**src/verilog/dfd_consts.svh**
```systemverilog
// Constants of the instruction format decoder: offsets, fields, opcodes
// Function
// - A single word is 24 bits; top 8 bits are opcode, rest operands.
// - Exactly three instruction types use two program words.
// - Two-word instructions span 48 bits; second word top byte is zero.
// - A second word executed alone behaves as a no-operation.
// - Single word takes one cycle, two when condition true or PC altered.
// - Jumps, indirect calls, table ops and returns take two or three cycles.
// - Taken skip costs two cycles, three when skipping a two-word one.
// - Double-word moves and all two-word instructions take two cycles.
// - Register ops decode base, source with mode, destination with mode.
// - File ops decode a memory address and destination file or W0.
// - Bit ops pick register or location; bit from literal or base reg.
// - Literal ops use base and literal; separate destination only if differs.
// - MAC ops select accumulator, multiplicands, prefetches and write-back.
// - Other DSP ops name accumulator, operand with mode, optional shift.
// - Write-back selects W13 directly or its location, post-increment 2.
// - Bit index field is 4 bits selecting positions 0 to 15.
// - Ten-bit literal is 0 to 255 in byte mode, up to 1023 in word.
// - Five status flags; the zero flag is sticky on chained results.
// - Four DSP flags: overflow and saturation for accumulators A and B.
// - Operand size is byte, word or double word; word by default.
`ifndef DFD_CONSTS_SVH
`define DFD_CONSTS_SVH
// Register byte offsets
`define DFD_OFS_CTRL 8'h00
`define DFD_OFS_FLAGS 8'h04
`define DFD_OFS_ICNT 8'h08
`define DFD_OFS_LAST 8'h0c
`define DFD_CTRL_RST 32'h0000_0001
`define DFD_FLAGS_RST 9'h000
// Control and flag register bit positions
`define DFD_CTRL_EN 0
`define DFD_FLG_DSP 5
// Opcodes of the control group
`define DFD_OP_NOP 8'h00
`define DFD_OP_JMP 8'h01
`define DFD_OP_CALL2 8'h02
`define DFD_OP_GOTO2 8'h04
`define DFD_OP_IND 8'h05
`define DFD_OP_RET 8'h06
`define DFD_OP_RETI 8'h07
`define DFD_OP_LOOP2 8'h08
`define DFD_OP_TBLR 8'h0a
`define DFD_OP_TBLW 8'h0b
// Operand field positions inside the low 16 bits
`define DFD_F_SRC 0
`define DFD_F_SMODE 4
`define DFD_F_DST 6
`define DFD_F_DMODE 10
`define DFD_F_BASE 12
`define DFD_F_BITIDX 8
`define DFD_F_BITIND 13
`define DFD_F_TOWREG 13
`define DFD_F_LITBASE 10
`define DFD_F_FORM 14
`define DFD_F_ACC 15
`define DFD_F_MULT 12
`define DFD_F_XPF 8
`define DFD_F_XPD 6
`define DFD_F_YPF 2
`define DFD_F_YPD 0
`define DFD_F_SHIFT 6
`define DFD_F_SHREG 14
// Write-back register number and its post-increment
`define DFD_AWB_REG 4'hd
`define DFD_AWB_INC 2'h2
`define DFD_BYTE_LIT_MAX 10'h0ff
`endif

```
**src/verilog/dfd_pkg.sv**
```systemverilog
// Types and opcode classing shared by the decoder files
package dfd_pkg;
  `include "dfd_consts.svh"

  typedef enum logic [3:0] {
    DFD_CLS_NOP = 4'h0, DFD_CLS_CTRL = 4'h1, DFD_CLS_JMP = 4'h2,
    DFD_CLS_RET = 4'h3, DFD_CLS_TBL = 4'h4, DFD_CLS_TWO = 4'h5,
    DFD_CLS_BRC = 4'h6, DFD_CLS_SKIP = 4'h7, DFD_CLS_WB3 = 4'h8,
    DFD_CLS_FILE = 4'h9, DFD_CLS_LIT = 4'ha, DFD_CLS_BIT = 4'hb,
    DFD_CLS_MOVD = 4'hc, DFD_CLS_MAC = 4'hd, DFD_CLS_DSP = 4'he
  } dfd_cls_t;

  typedef enum logic [1:0] {
    DFD_SZ_WORD = 2'b00, DFD_SZ_BYTE = 2'b01, DFD_SZ_DWORD = 2'b10
  } dfd_size_t;

  typedef enum logic [1:0] {
    DFD_AWB_NONE = 2'b00, DFD_AWB_DIRECT = 2'b01, DFD_AWB_POSTINC = 2'b10
  } dfd_awb_t;

  typedef struct packed {
    logic [3:0] base_operand_reg;
    logic [3:0] source_operand_reg;
    logic [1:0] src_mode;
    logic [3:0] dest_operand_reg;
    logic [1:0] dst_mode;
    dfd_size_t size;
    logic [3:0] bit_index_field;
    logic bit_from_base;
    logic [9:0] ten_bit_constant;
    logic lit_range_err;
    logic [12:0] file_addr;
    logic to_default_work_reg_zero;
    logic acc_b;
    logic [2:0] mult_pair;
    logic [3:0] x_prefetch;
    logic [1:0] x_dest;
    logic [3:0] y_prefetch;
    logic [1:0] y_dest;
    dfd_awb_t acc_writeback_reg;
    logic [3:0] awb_reg_num;
    logic [1:0] awb_post_inc;
    logic shift_from_reg;
    logic [5:0] shift_amount;
  } dfd_fields_t;

  typedef struct packed {
    logic valid;
    logic bubble;
    dfd_cls_t cls;
    logic [7:0] opcode;
    logic [1:0] cycles;
    logic [22:0] program_address_constant;
    logic second_word_err;
    dfd_fields_t fields;
  } dfd_issue_t;

  typedef struct packed {
    logic mcu_we;
    logic zero_sticky;
    logic carry;
    logic nibble_carry;
    logic negative;
    logic two_comp_range_err;
    logic result_zero;
    logic dsp_we;
    logic acc_a_overflow;
    logic acc_b_overflow;
    logic acc_a_clip_set;
    logic acc_b_clip_set;
  } dfd_alu_upd_t;

  // Class of an opcode; used for the live word, the held first word and skips
  function automatic dfd_cls_t dfd_op_class(input logic [7:0] op);
    dfd_cls_t c;
    c = DFD_CLS_WB3;
    if (op[7:4] == 4'h0) begin
      unique case (op)
        `DFD_OP_NOP: c = DFD_CLS_NOP;
        `DFD_OP_JMP, `DFD_OP_IND: c = DFD_CLS_JMP;
        `DFD_OP_CALL2, `DFD_OP_GOTO2, `DFD_OP_LOOP2: c = DFD_CLS_TWO;
        `DFD_OP_RET, `DFD_OP_RETI: c = DFD_CLS_RET;
        `DFD_OP_TBLR, `DFD_OP_TBLW: c = DFD_CLS_TBL;
        default: c = DFD_CLS_CTRL;
      endcase
    end else begin
      unique case (op[7:4])
        4'h3: c = DFD_CLS_BRC;
        4'h6: c = DFD_CLS_FILE;
        4'h7: c = DFD_CLS_LIT;
        4'h8, 4'h9: c = DFD_CLS_BIT;
        4'ha: c = DFD_CLS_SKIP;
        4'hb: c = DFD_CLS_MOVD;
        4'hc: c = DFD_CLS_MAC;
        4'hd: c = DFD_CLS_DSP;
        default: c = DFD_CLS_WB3;
      endcase
    end
    return c;
  endfunction

  // Fixed bubbles that follow an issue, apart from redirects and skips
  function automatic logic [1:0] dfd_fixed_extra(input dfd_cls_t c);
    logic [1:0] n;
    n = 2'd0;
    if (c == DFD_CLS_TBL || c == DFD_CLS_MOVD || c == DFD_CLS_RET) begin
      n = 2'd1;
    end
    return n;
  endfunction
endpackage

```
**src/verilog/dfd_decoder.sv**
```systemverilog
// Instruction format decoder with cycle timing, flags and APB registers
module dfd_decoder import dfd_pkg::*; (
  input wire logic pclk,
  input wire logic presetn,
  input wire logic psel,
  input wire logic penable,
  input wire logic pwrite,
  input wire logic [7:0] paddr,
  input wire logic [31:0] pwdata,
  output logic [31:0] prdata,
  output logic pready,
  output logic pslverr,
  input wire logic fetch_valid,
  input wire logic [23:0] fetch_word,
  output logic fetch_ready,
  input wire logic ex_redirect,
  input wire logic ex_skip,
  input wire dfd_alu_upd_t ex_upd,
  output dfd_issue_t issue,
  output logic [4:0] mcu_flags,
  output logic [3:0] dsp_flags
);
  typedef enum logic [1:0] {
    ST_RUN = 2'b00,
    ST_SECOND = 2'b01,
    ST_HOLD = 2'b10
  } dfd_state_t;

  dfd_state_t state_r;
  logic [23:0] first_r;
  logic [1:0] hold_cnt_r;
  logic [1:0] squash_cnt_r;
  logic skip_r;
  logic [31:0] ctrl_r;
  logic [4:0] mcu_r;
  logic [3:0] dsp_r;
  logic [15:0] icnt_r;
  logic [7:0] last_r;
  dfd_issue_t iss_r;
  logic accept;
  logic kill;
  dfd_cls_t live_cls;
  dfd_cls_t dec_cls;
  logic [23:0] dec_word;
  dfd_fields_t dec_fields;
  logic apb_wr;
  logic apb_setup;
  logic flags_wr;
  logic [22:0] jump_addr;

  // Fetch handshake: stalled while fixed bubbles are being issued
  assign fetch_ready = ctrl_r[`DFD_CTRL_EN] && (state_r != ST_HOLD);
  assign accept = fetch_valid && fetch_ready;
  assign live_cls = dfd_op_class(fetch_word[23:16]);
  // Squashing only hits whole words in the run state
  assign kill = accept && (squash_cnt_r != 2'd0) && (state_r == ST_RUN);

  // The held first word is decoded when its second word arrives
  assign dec_word = (state_r == ST_SECOND) ? first_r : fetch_word;
  assign dec_cls = dfd_op_class(dec_word[23:16]);

  dfd_opfields u_fields (
    .word(dec_word),
    .cls(dec_cls),
    .fields(dec_fields)
  );

  // Lowest bit forced clear; software is expected to keep it clear anyway
  assign jump_addr = {fetch_word[6:0], first_r[15:1], 1'b0};

  // Sequencer state
  always_ff @(posedge pclk or negedge presetn) begin
    if (!presetn) begin
      state_r <= ST_RUN;
      first_r <= 24'h000000;
      hold_cnt_r <= 2'd0;
    end else begin
      unique case (state_r)
        ST_RUN: begin
          if (accept && !kill) begin
            if (live_cls == DFD_CLS_TWO) begin
              first_r <= fetch_word;
              state_r <= ST_SECOND;
            end else if (dfd_fixed_extra(live_cls) != 2'd0) begin
              hold_cnt_r <= dfd_fixed_extra(live_cls);
              state_r <= ST_HOLD;
            end
          end
        end
        ST_SECOND: begin
          if (accept) begin
            state_r <= ST_RUN;
          end
        end
        ST_HOLD: begin
          hold_cnt_r <= hold_cnt_r - 2'd1;
          if (hold_cnt_r == 2'd1) begin
            state_r <= ST_RUN;
          end
        end
        default: state_r <= ST_RUN;
      endcase
    end
  end

  // Squash counter; new feedback wins over a decrement in the same cycle
  always_ff @(posedge pclk or negedge presetn) begin
    if (!presetn) begin
      squash_cnt_r <= 2'd0;
      skip_r <= 1'b0;
    end else if (ex_redirect || ex_skip) begin
      squash_cnt_r <= 2'd1;
      skip_r <= ex_skip;
    end else if (kill) begin
      if (skip_r && live_cls == DFD_CLS_TWO) begin
        skip_r <= 1'b0;
      end else begin
        squash_cnt_r <= squash_cnt_r - 2'd1;
      end
    end
  end

  // Issue register toward the execution datapath
  always_ff @(posedge pclk or negedge presetn) begin
    if (!presetn) begin
      iss_r <= '0;
    end else begin
      iss_r <= '0;
      if (kill) begin
        iss_r.valid <= 1'b1;
        iss_r.bubble <= 1'b1;
        iss_r.cls <= DFD_CLS_NOP;
      end else if (accept && state_r == ST_SECOND) begin
        iss_r.valid <= 1'b1;
        iss_r.cls <= dec_cls;
        iss_r.opcode <= first_r[23:16];
        iss_r.cycles <= 2'd2;
        iss_r.program_address_constant <= jump_addr;
        iss_r.second_word_err <= fetch_word[23:16] != 8'h00;
        iss_r.fields <= dec_fields;
      end else if (accept && live_cls != DFD_CLS_TWO) begin
        // A lone second word has opcode zero and classes as a no-operation
        iss_r.valid <= 1'b1;
        iss_r.cls <= live_cls;
        iss_r.opcode <= fetch_word[23:16];
        iss_r.cycles <= 2'd1 + dfd_fixed_extra(live_cls);
        iss_r.fields <= dec_fields;
      end else if (state_r == ST_HOLD) begin
        iss_r.valid <= 1'b1;
        iss_r.bubble <= 1'b1;
        iss_r.cls <= DFD_CLS_NOP;
      end
    end
  end

  assign issue = iss_r;

  // Issue count and last opcode for software visibility
  always_ff @(posedge pclk or negedge presetn) begin
    if (!presetn) begin
      icnt_r <= 16'h0000;
      last_r <= 8'h00;
    end else if (iss_r.valid && !iss_r.bubble) begin
      icnt_r <= icnt_r + 16'h0001;
      last_r <= iss_r.opcode;
    end
  end

  // APB: answers in the access cycle; data latched during setup
  assign apb_setup = psel && !penable;
  assign apb_wr = psel && penable && pwrite;
  assign pready = 1'b1;
  assign flags_wr = apb_wr && paddr == `DFD_OFS_FLAGS;

  always_ff @(posedge pclk or negedge presetn) begin
    if (!presetn) begin
      prdata <= 32'h00000000;
      pslverr <= 1'b0;
    end else if (apb_setup) begin
      pslverr <= 1'b0;
      unique case (paddr)
        `DFD_OFS_CTRL: prdata <= ctrl_r;
        `DFD_OFS_FLAGS: prdata <= {23'h000000, dsp_r, mcu_r};
        `DFD_OFS_ICNT: prdata <= {16'h0000, icnt_r};
        `DFD_OFS_LAST: prdata <= {24'h000000, last_r};
        default: begin
          // Unmapped offsets read zero and report an error
          prdata <= 32'h00000000;
          pslverr <= 1'b1;
        end
      endcase
    end
  end

  // Control register; only the enable bit is kept
  always_ff @(posedge pclk or negedge presetn) begin
    if (!presetn) begin
      ctrl_r <= `DFD_CTRL_RST;
    end else if (apb_wr && paddr == `DFD_OFS_CTRL) begin
      ctrl_r <= {31'h00000000, pwdata[`DFD_CTRL_EN]};
    end
  end

  // Core flags {c, nibble_carry, n, range_err, z}; datapath beats software
  always_ff @(posedge pclk or negedge presetn) begin
    if (!presetn) begin
      mcu_r <= 5'(`DFD_FLAGS_RST);
    end else if (ex_upd.mcu_we) begin
      mcu_r[4] <= ex_upd.carry;
      mcu_r[3] <= ex_upd.nibble_carry;
      mcu_r[2] <= ex_upd.negative;
      mcu_r[1] <= ex_upd.two_comp_range_err;
      // Chained results may only clear zero, so multiword tests work
      mcu_r[0] <= ex_upd.zero_sticky ? (mcu_r[0] && ex_upd.result_zero)
                                     : ex_upd.result_zero;
    end else if (flags_wr) begin
      mcu_r <= pwdata[4:0];
    end
  end

  // DSP flags {clip_b, clip_a, ovf_b, ovf_a}; clip bits hold until cleared
  always_ff @(posedge pclk or negedge presetn) begin
    if (!presetn) begin
      dsp_r <= 4'h0;
    end else begin
      if (ex_upd.dsp_we) begin
        dsp_r[0] <= ex_upd.acc_a_overflow;
        dsp_r[1] <= ex_upd.acc_b_overflow;
      end else if (flags_wr) begin
        dsp_r[1:0] <= pwdata[`DFD_FLG_DSP +: 2];
      end
      // A set in the clearing cycle wins over the clear
      if (ex_upd.dsp_we && ex_upd.acc_a_clip_set) begin
        dsp_r[2] <= 1'b1;
      end else if (flags_wr) begin
        dsp_r[2] <= pwdata[`DFD_FLG_DSP + 2];
      end
      if (ex_upd.dsp_we && ex_upd.acc_b_clip_set) begin
        dsp_r[3] <= 1'b1;
      end else if (flags_wr) begin
        dsp_r[3] <= pwdata[`DFD_FLG_DSP + 3];
      end
    end
  end

  assign mcu_flags = mcu_r;
  assign dsp_flags = dsp_r;
endmodule // dfd_decoder

```
**src/verilog/dfd_opfields.sv**
```systemverilog
// Operand field extraction per instruction class
module dfd_opfields import dfd_pkg::*; (
  input wire logic [23:0] word,
  input wire dfd_cls_t cls,
  output dfd_fields_t fields
);
  logic [15:0] w;
  logic [7:0] op;
  dfd_size_t sz;

  assign w = word[15:0];
  assign op = word[23:16];

  // Size comes from the low opcode bits; the unused code falls back to word
  always_comb begin
    unique case (op[1:0])
      2'b01: sz = DFD_SZ_BYTE;
      2'b10: sz = DFD_SZ_DWORD;
      default: sz = DFD_SZ_WORD;
    endcase
  end

  // One case per class; fields a class does not use stay at zero, apart from awb_reg_num at 13
  always_comb begin
    fields = '0;
    fields.size = DFD_SZ_WORD;
    fields.awb_reg_num = `DFD_AWB_REG;
    unique case (cls)
      DFD_CLS_WB3, DFD_CLS_MOVD: begin
        fields.base_operand_reg = w[`DFD_F_BASE +: 4];
        fields.source_operand_reg = w[`DFD_F_SRC +: 4];
        fields.src_mode = w[`DFD_F_SMODE +: 2];
        fields.dest_operand_reg = w[`DFD_F_DST +: 4];
        fields.dst_mode = w[`DFD_F_DMODE +: 2];
        fields.size = (cls == DFD_CLS_MOVD) ? DFD_SZ_DWORD : sz;
      end
      DFD_CLS_FILE: begin
        fields.file_addr = w[12:0];
        fields.to_default_work_reg_zero = w[`DFD_F_TOWREG];
        fields.size = (sz == DFD_SZ_BYTE) ? DFD_SZ_BYTE : DFD_SZ_WORD;
      end
      DFD_CLS_BIT, DFD_CLS_SKIP: begin
        fields.source_operand_reg = w[`DFD_F_SRC +: 4];
        fields.src_mode = w[`DFD_F_SMODE +: 2];
        fields.bit_index_field = w[`DFD_F_BITIDX +: 4];
        fields.bit_from_base = w[`DFD_F_BITIND];
        fields.base_operand_reg = w[`DFD_F_BASE +: 4];
      end
      DFD_CLS_LIT: begin
        fields.size = (sz == DFD_SZ_BYTE) ? DFD_SZ_BYTE : DFD_SZ_WORD;
        if (!w[`DFD_F_FORM]) begin
          // Short form: destination is the base register itself
          fields.base_operand_reg = {2'b00, w[`DFD_F_LITBASE +: 2]} |
                                    {op[3:2], 2'b00};
          fields.dest_operand_reg = fields.base_operand_reg;
          if (sz == DFD_SZ_BYTE) begin
            // Byte mode keeps the literal in 0..255 and flags overrange
            fields.ten_bit_constant = {2'b00, w[7:0]};
            fields.lit_range_err = w[9:0] > `DFD_BYTE_LIT_MAX;
          end else begin
            fields.ten_bit_constant = w[9:0];
          end
        end else begin
          fields.base_operand_reg = w[`DFD_F_BASE +: 4];
          fields.dest_operand_reg = {2'b00, w[`DFD_F_LITBASE +: 2]} |
                                    {w[9:8], 2'b00};
          fields.dst_mode = w[`DFD_F_DST +: 2];
          fields.ten_bit_constant = {4'h0, w[5:0]};
        end
      end
      DFD_CLS_MAC: begin
        fields.acc_b = w[`DFD_F_ACC];
        fields.mult_pair = w[`DFD_F_MULT +: 3];
        fields.x_prefetch = w[`DFD_F_XPF +: 4];
        fields.x_dest = w[`DFD_F_XPD +: 2];
        fields.y_prefetch = w[`DFD_F_YPF +: 4];
        fields.y_dest = w[`DFD_F_YPD +: 2];
        unique case (op[1:0])
          2'b01: fields.acc_writeback_reg = DFD_AWB_DIRECT;
          2'b10: begin
            fields.acc_writeback_reg = DFD_AWB_POSTINC;
            fields.awb_post_inc = `DFD_AWB_INC;
          end
          default: fields.acc_writeback_reg = DFD_AWB_NONE;
        endcase
      end
      DFD_CLS_DSP: begin
        fields.acc_b = w[`DFD_F_ACC];
        fields.source_operand_reg = w[`DFD_F_SRC +: 4];
        fields.src_mode = w[`DFD_F_SMODE +: 2];
        fields.shift_from_reg = w[`DFD_F_SHREG];
        fields.shift_amount = w[`DFD_F_SHIFT +: 6];
      end
      default: begin
        fields.size = DFD_SZ_WORD;
      end
    endcase
  end
endmodule // dfd_opfields

```
**config.mk**
```make
export PLATFORM = sky130hd
export DESIGN_NAME = dfd_decoder
export DESIGN_NICKNAME = d
export VERILOG_FILES = /design/src/verilog/dfd_pkg.sv /design/src/verilog/dfd_decoder.sv /design/src/verilog/dfd_opfields.sv
export VERILOG_INCLUDE_DIRS = /design/src /design/src/verilog
export SDC_FILE = /design/constraint.sdc
export NUM_CORES = 1
export LEC_CHECK = 0
export ABC_AREA = 1
export ABC_CLOCK_PERIOD_IN_PS = 3030
export BUFFER_PORTS_ARGS = -buffer_cell sky130_fd_sc_hd__buf_2
export CORE_ASPECT_RATIO = 0.6
export CORE_MARGIN = 5
export CORE_UTILIZATION = 55
export CTS_BUF_LIST = sky130_fd_sc_hd__clkbuf_4 sky130_fd_sc_hd__clkbuf_8
export DETAILED_ROUTE_END_ITERATION = 10
export PLACE_DENSITY = 0.82
export SYNTH_ARGS = -nofsm -noshare
export SYNTH_HDL_FRONTEND = slang
export SYNTH_HIERARCHICAL = 1
export SYNTH_SLANG_ARGS = --single-unit
```
**constraint.sdc**
```tcl
create_clock -name pclk -period 3.03 [get_ports pclk]
set_clock_uncertainty 0.05 [all_clocks]
set_input_delay 0.1515 -clock pclk [delete_from_list [all_inputs] [get_ports pclk]]
set_output_delay 0.1515 -clock pclk [all_outputs]
set_load 0.02 [all_outputs]
```
Word level (Yosys, flattened, before mapping)
Memories as Yosys holds them, arrays and structs flattened.
Cells that the tools add are included.
- reductions and logical operators: 49
- equal/unequal tests: 30
- $add $sub $neg: 4
- magnitude comparators: 1
- muxes and demuxes: 72
- bitwise gates (word level): 2
- operators with widths (operator ; number):
    79-bit 2-to-1 mux ; 2
    113-bit 2-to-1 mux ; 1
    16-bit case mux with 4 select lines ; 1
    24-bit 2-to-1 mux ; 2
    2-bit 2-to-1 mux ; 23
    4-bit == test, second input constant ; 8
    10-bit 2-to-1 mux ; 3
    14-bit 2-to-1 mux ; 2
    4-bit 2-to-1 mux ; 5
    1-bit 2-to-1 mux ; 18
    6-bit 2-to-1 mux ; 3
    2-bit nonzero test ; 9
    1-bit logical AND ; 17
    17-bit 2-to-1 mux ; 1
    16-bit by 1-bit adder with 16-bit output, second input constant ; 1
    8-bit by 4-bit == test with 1-bit output, second input constant ; 2
    5-bit 2-to-1 mux ; 3
    4-bit by 3-bit == test with 1-bit output, second input constant ; 3
    2-bit case mux with 2 select lines ; 3
    6-bit case mux with 2 select lines ; 1
    11-bit 2-to-1 mux ; 1
    10-bit by 8-bit > comparator with 1-bit output, second input constant ; 1
    2-bit != test, second input constant ; 5
    2-bit by 1-bit == test with 1-bit output, second input constant ; 4
    24 further kinds ; 39
- output and inout port bits: 163
- input bits: 84
- register bits after elaboration: 217
- memories kept: 4
- word-level logic and storage cells: 206
- memory bits (read-only): 224
- memory list (memory ; depth ; width ; rd ports ; clocked after Yosys merged registers in ; wr ports ; line ; text):
    (no name shown) ; 16 ; 4 ; 1 ; 0 ; 0 ; dfd_pkg.sv:87 ; unique case (op[7:4])
    (no name shown) ; 16 ; 4 ; 1 ; 0 ; 0 ; dfd_pkg.sv:87 ;
    (no name shown) ; 16 ; 3 ; 1 ; 0 ; 0 ; dfd_pkg.sv:78 ; unique case (op)
    (no name shown) ; 16 ; 3 ; 1 ; 0 ; 0 ; dfd_pkg.sv:78 ;

Depth between registers and ports, before layout
- word-level depth: 14
- gate-level depth with buffers: 19

Hierarchy
Netlist, hierarchy kept.
- by module, submodules not included (module ; sequential area each (um2) ; times used ; cells an instance ; area an instance (um2)):
    dfd_decoder ; 5006.1 ; 1 ; 1002 ; 8951.1
    dfd_opfields ; 0.0 ; 1 ; 153 ; 706.9

Least setup slack after synthesis
Ideal clock, no wire load.
- path type: reg2reg
- from: reg state_r[1]
- to: reg iss_r (netlist bit issue[54])
- data arrival time: 2.088 ns
- setup time: 0.068 ns
- stages on the path, launching flop included: 17
- required time: 2.912 ns
- buffers on the path: 1
- path slack: 0.825 ns
- path through: dfrtp_1 inv_2 nand2_2 buf_4 o21ai_1 nand2_1 nor2_2 nand3_1 nand2_1 inv_1 inv_1 nand2_2 nor2_8 nand2_4 nor3_1 inv_1 nor2_4
- RTL lines (what ; line ; text):
    start: declaration ; dfd_decoder.sv:29 ; dfd_state_t state_r;
    start signal: assignment ; dfd_decoder.sv:74 ; state_r <= ST_RUN;
    start signal: assignment ; dfd_decoder.sv:83 ; state_r <= ST_SECOND;
    start signal: assignment ; dfd_decoder.sv:86 ; state_r <= ST_HOLD;
    end: declaration ; dfd_decoder.sv:39 ; dfd_issue_t iss_r;

==> out/metrics.csv <==
stage,metric,value,unit
yosys,syn_area,9660,um2
worst_hold_path,hp-class,input pin to flip-flop,
drt,drt_iter0_markers,775,
timing,hold_viol,0,
floorplan,rows,37,
timing,fin_tns_setup,0,ps
yosys,avgSynthCellArea,8.36,um2
critical_path,cp_slowest_cell,dfrtp_1,
yosys,yosysWarnings,6,
cts,cts-root-buf,clkbuf_8,
timing,relSlewSlack,53.2,%
critical_path,critPathCaptureType,flip-flop,
floorplan,fp.coreArea,17200,um2
critical_path,worstSetupPathType,flip-flop to flip-flop,
timing,setup_viol,0,
global_route,grt_use_met3,5.70,%
yosys,synth_largest_area_cell,dfrtp_1,
timing,finalMaxSlewViolations,0,
global_route,grt_usage,24.1,%
power,p_leak,0.00647,uW
critical_path,cp-start-kind,flip-flop,
cts,clkTransAtPathRegs,120,ps
cts,cts_tree,done,
power,switchingPower,1630,uW
run_status,outcome,"finished, final reports clean",
job,drv_cap,0,
floorplan,die_w,181,um
drt,ant_nets,0,
timing,max_slew.worst_pin.slew,703,ps
power,swShare,30.9,%
cts,cts_max_level,4,
placed_design,place_congestion,0.936,
yosys,netlist_instances,1155,
placed_design,dp_hpwl,17500,um
drt,via_per_inst,4.88,
yosys,seq_area_frac_synth,51.8,%
floorplan,dieArea,20400,um2
drt,vias,8035,
cts,numCtsBuffers,17,
global_route,grt_max_degree,90,
final_layout,syn2layout_area_growth,20.7,%
global_route,grt_pass1_vias,7888,
global_route,overflow,0,
floorplan,start_util,56.2,%
power,ir_drop,264,uV
global_route,busiest_layer,met2,
cts,cts.sinks,200,
drt,routed_wirelength,24200,um
global_route,grt_use_met1,35.2,%
timing,fmax,371,MHz
power,p_per_area,452,nW/um2
power,p_clk_share,32.6,%
cts,post_cts_buffers,0,
final_layout,finish.utilization,67.9,%
critical_path,cp_max_fo,21,
global_route,grt_antenna_before_repair,0,
critical_path,crit_chain,inv_2 -> nand2_4 -> buf_4 -> o21ai_1 -> nand2_1 -> nand4_1 -> nand2_1 -> inv_1 -> nand2_1 -> nand3_4 -> nand3_2 -> nand2_1 -> inv_1 -> inv_1 -> nor2_4,
timing,rsz0062_at_grt,no,
critical_path,slowest_delay,450,ps
final_layout,antenna_cells,0,
final_layout,filler_cell_count,1350,
critical_path,required,3300,ps
yosys,synth.ff_latch_count,200,
power,p_seq_share,53.1,%
floorplan,io_pins,247,
placed_design,port-buffer-count,205,
power,internal_power,3640,uW
cts,insertion_delay,450,ps
critical_path,arrival,2970,ps
critical_path,r2r_cells,15,
yosys,ys_types,45,
cts,clock_path_buffers,2,
timing,finalCritPeriodShare,88.9,%
global_route,met2_usage,36.8,%
drt,wl_per_cell,14.7,um
yosys,yosysTopAreaCellShare,51.6,%
yosys,synthTopCellsByArea,"dfrtp_1, nand2_1, inv_1, nor2_1, nor2_4",
timing,layout_min_cycle_time,2690,ps
final_layout,layout-drive-gt1-share,24.3,%
floorplan,die_h,113,um
critical_path,path_common_cell,nand2_1,
drt,first_pass_iters,6,
worst_hold_path,holdPathStages,3,
final_layout,nNetsFinal,1487,
global_route,grt_pass1_wl,39800,um
drt,drcViolationCount,0,
power,p_comb_share,14.3,%
## worst max-delay path: cells and delay by family (launching register included)
family / cells / cell delay (ps)
and+or+nand+nor: 9 / 1070
DFF: 1 / 450
AOI/OAI and AO/OA: 1 / 250
buffers and inverters: 5 / 730
## sequential cells by signal, summed over array words and instances (netlist names)
register / cells
last_r: 8
squash_cnt_r: 2
mcu_flags: 5
skip_r: 1
icnt_r: 16
first_r: 24
prdata: 16
hold_cnt_r: 2
state_r: 2
issue: 118
ctrl_r: 1
dsp_flags: 4
pslverr: 1
## stage by stage
step | total power (uW) | cells | hold slack [ps] | area [um2] | setup slack [ps]
floorplan | 3310 | 1174 | -194 | 9730 | 825
global placement | 3510 | 1570 | 202 | 10800 | 385
detailed placement | 3540 | 1570 | 208 | 10800 | 272
CTS | 5300 | 1647 | 18.1 | 11600 | 225
global route | 5520 | 1647 | 27.5 | 11700 | 37.7
finish | 5270 | 1647 | 46.2 | 11700 | 336
## worst paths after layout
| kind | startpoint | to | slack [ps] |
|---|---|---|---|
| setup / recovery | state_r[1] | issue[70] | 340 |
| hold / removal | fetch_word[18] | first_r[18] | 50 |
| setup reg to reg | state_r[1] | issue[70] | 340 |
| hold reg to reg | first_r[8] | first_r[8] | 440 |
| max in group asynchronous | presetn | issue[79] | 1820 |
| min in group asynchronous | presetn | prdata[6] | 240 |
## synth_stat cells, drive strengths merged
| master | number |
|---|---|
| a21boi | 1 |
| a21oi | 13 |
| a22oi | 1 |
| a31oi | 1 |
| buf | 53 |
| clkbuf | 4 |
| clkinv | 4 |
| conb | 4 |
| dfrtp | 199 |
| dfstp | 1 |
| ha | 3 |
| inv | 186 |
| mux2i | 4 |
| nand2 | 320 |
| nand3 | 44 |
| nand4 | 10 |
| nor2 | 214 |
| nor3 | 9 |
| nor4 | 3 |
| o211ai | 2 |
| o21ai | 59 |
| o22ai | 3 |
| or2 | 2 |
| xnor2 | 3 |
| xor2 | 12 |
## final cells by class
type	instances	area (um2)	area share (%)
sequential	200	5010	42.9
clock buffer	19	255	2.19
multi-input combinational	727	3620	31.0
timing repair buffer	264	1630	14.0
tap	234	293	2.51
inverter	190	714	6.13
clock inverter	13	146	1.26
## timing repair
action,4_1_cts,5_1_grt
resized for setup,0,3
setup endpoints to repair,0,7
endpoints found under the hold margin,125,0
hold buffers,45,0
## power by group through the flow
stage | clock network [uW] | registers, uW | logic, uW
2_1_floorplan | 0 | 2850 | 456
3_3_place_gp | 0 | 2840 | 668
3_5_place_dp | 0 | 2850 | 692
4_1_cts | 1760 | 2800 | 744
5_1_grt | 1870 | 2810 | 846
6_report | 1720 | 2800 | 754
## routing by layer
metal	routed length (um)	up-vias
met5	0	-
met4	310	0
met3	1860	29
met2	10800	303
met1	11200	3801
li1	-	3902
## cell families (layout without fill, tap and decap cells)
| logic type | after synthesis | after routing | share of synthesized area [%] |
|---|---|---|---|
| DFF | 200 | 200 | 51.8 |
| buffers and inverters | 247 | 486 | 11.8 |
| adders and majority gates | 3 | 3 | 0.389 |
| AOI/OAI and AO/OA | 80 | 80 | 4.50 |
| other | 4 | 23 | 0.155 |
| xor gates and xnor gates | 15 | 15 | 1.36 |
| and+or+nand+nor | 602 | 602 | 29.6 |
| muxes | 4 | 4 | 0.415 |
## layout by cell type (no fill, tap or decap), types with 2 or more instances in the layout
cell and n:
mux2i_1 4, o21ai_0 39, nand4_1 8, dfrtp_1 199, o21ai_1 16, clkinv_8 3, conb_1 23, o21ai_2 3
nor2_2 7, nand3_1 38, clkbuf_8 19, xnor2_1 3, nor2_1 161, nand3_2 3, inv_1 175, nand2_2 8
nor2_4 44, inv_6 5, inv_8 4, nor4_1 2, clkinv_1 3, nand3_4 3, o211ai_1 2, a21oi_1 13
inv_2 11, o22ai_1 3, buf_2 204, dlygate4sd3_1 45, buf_4 11, nor2_8 2, nor3_1 9, ha_1 3
nand2_4 3, xor2_1 12, nand2_1 308, buf_12 3
No activity file was read; power rests on OpenSTA's default activity.
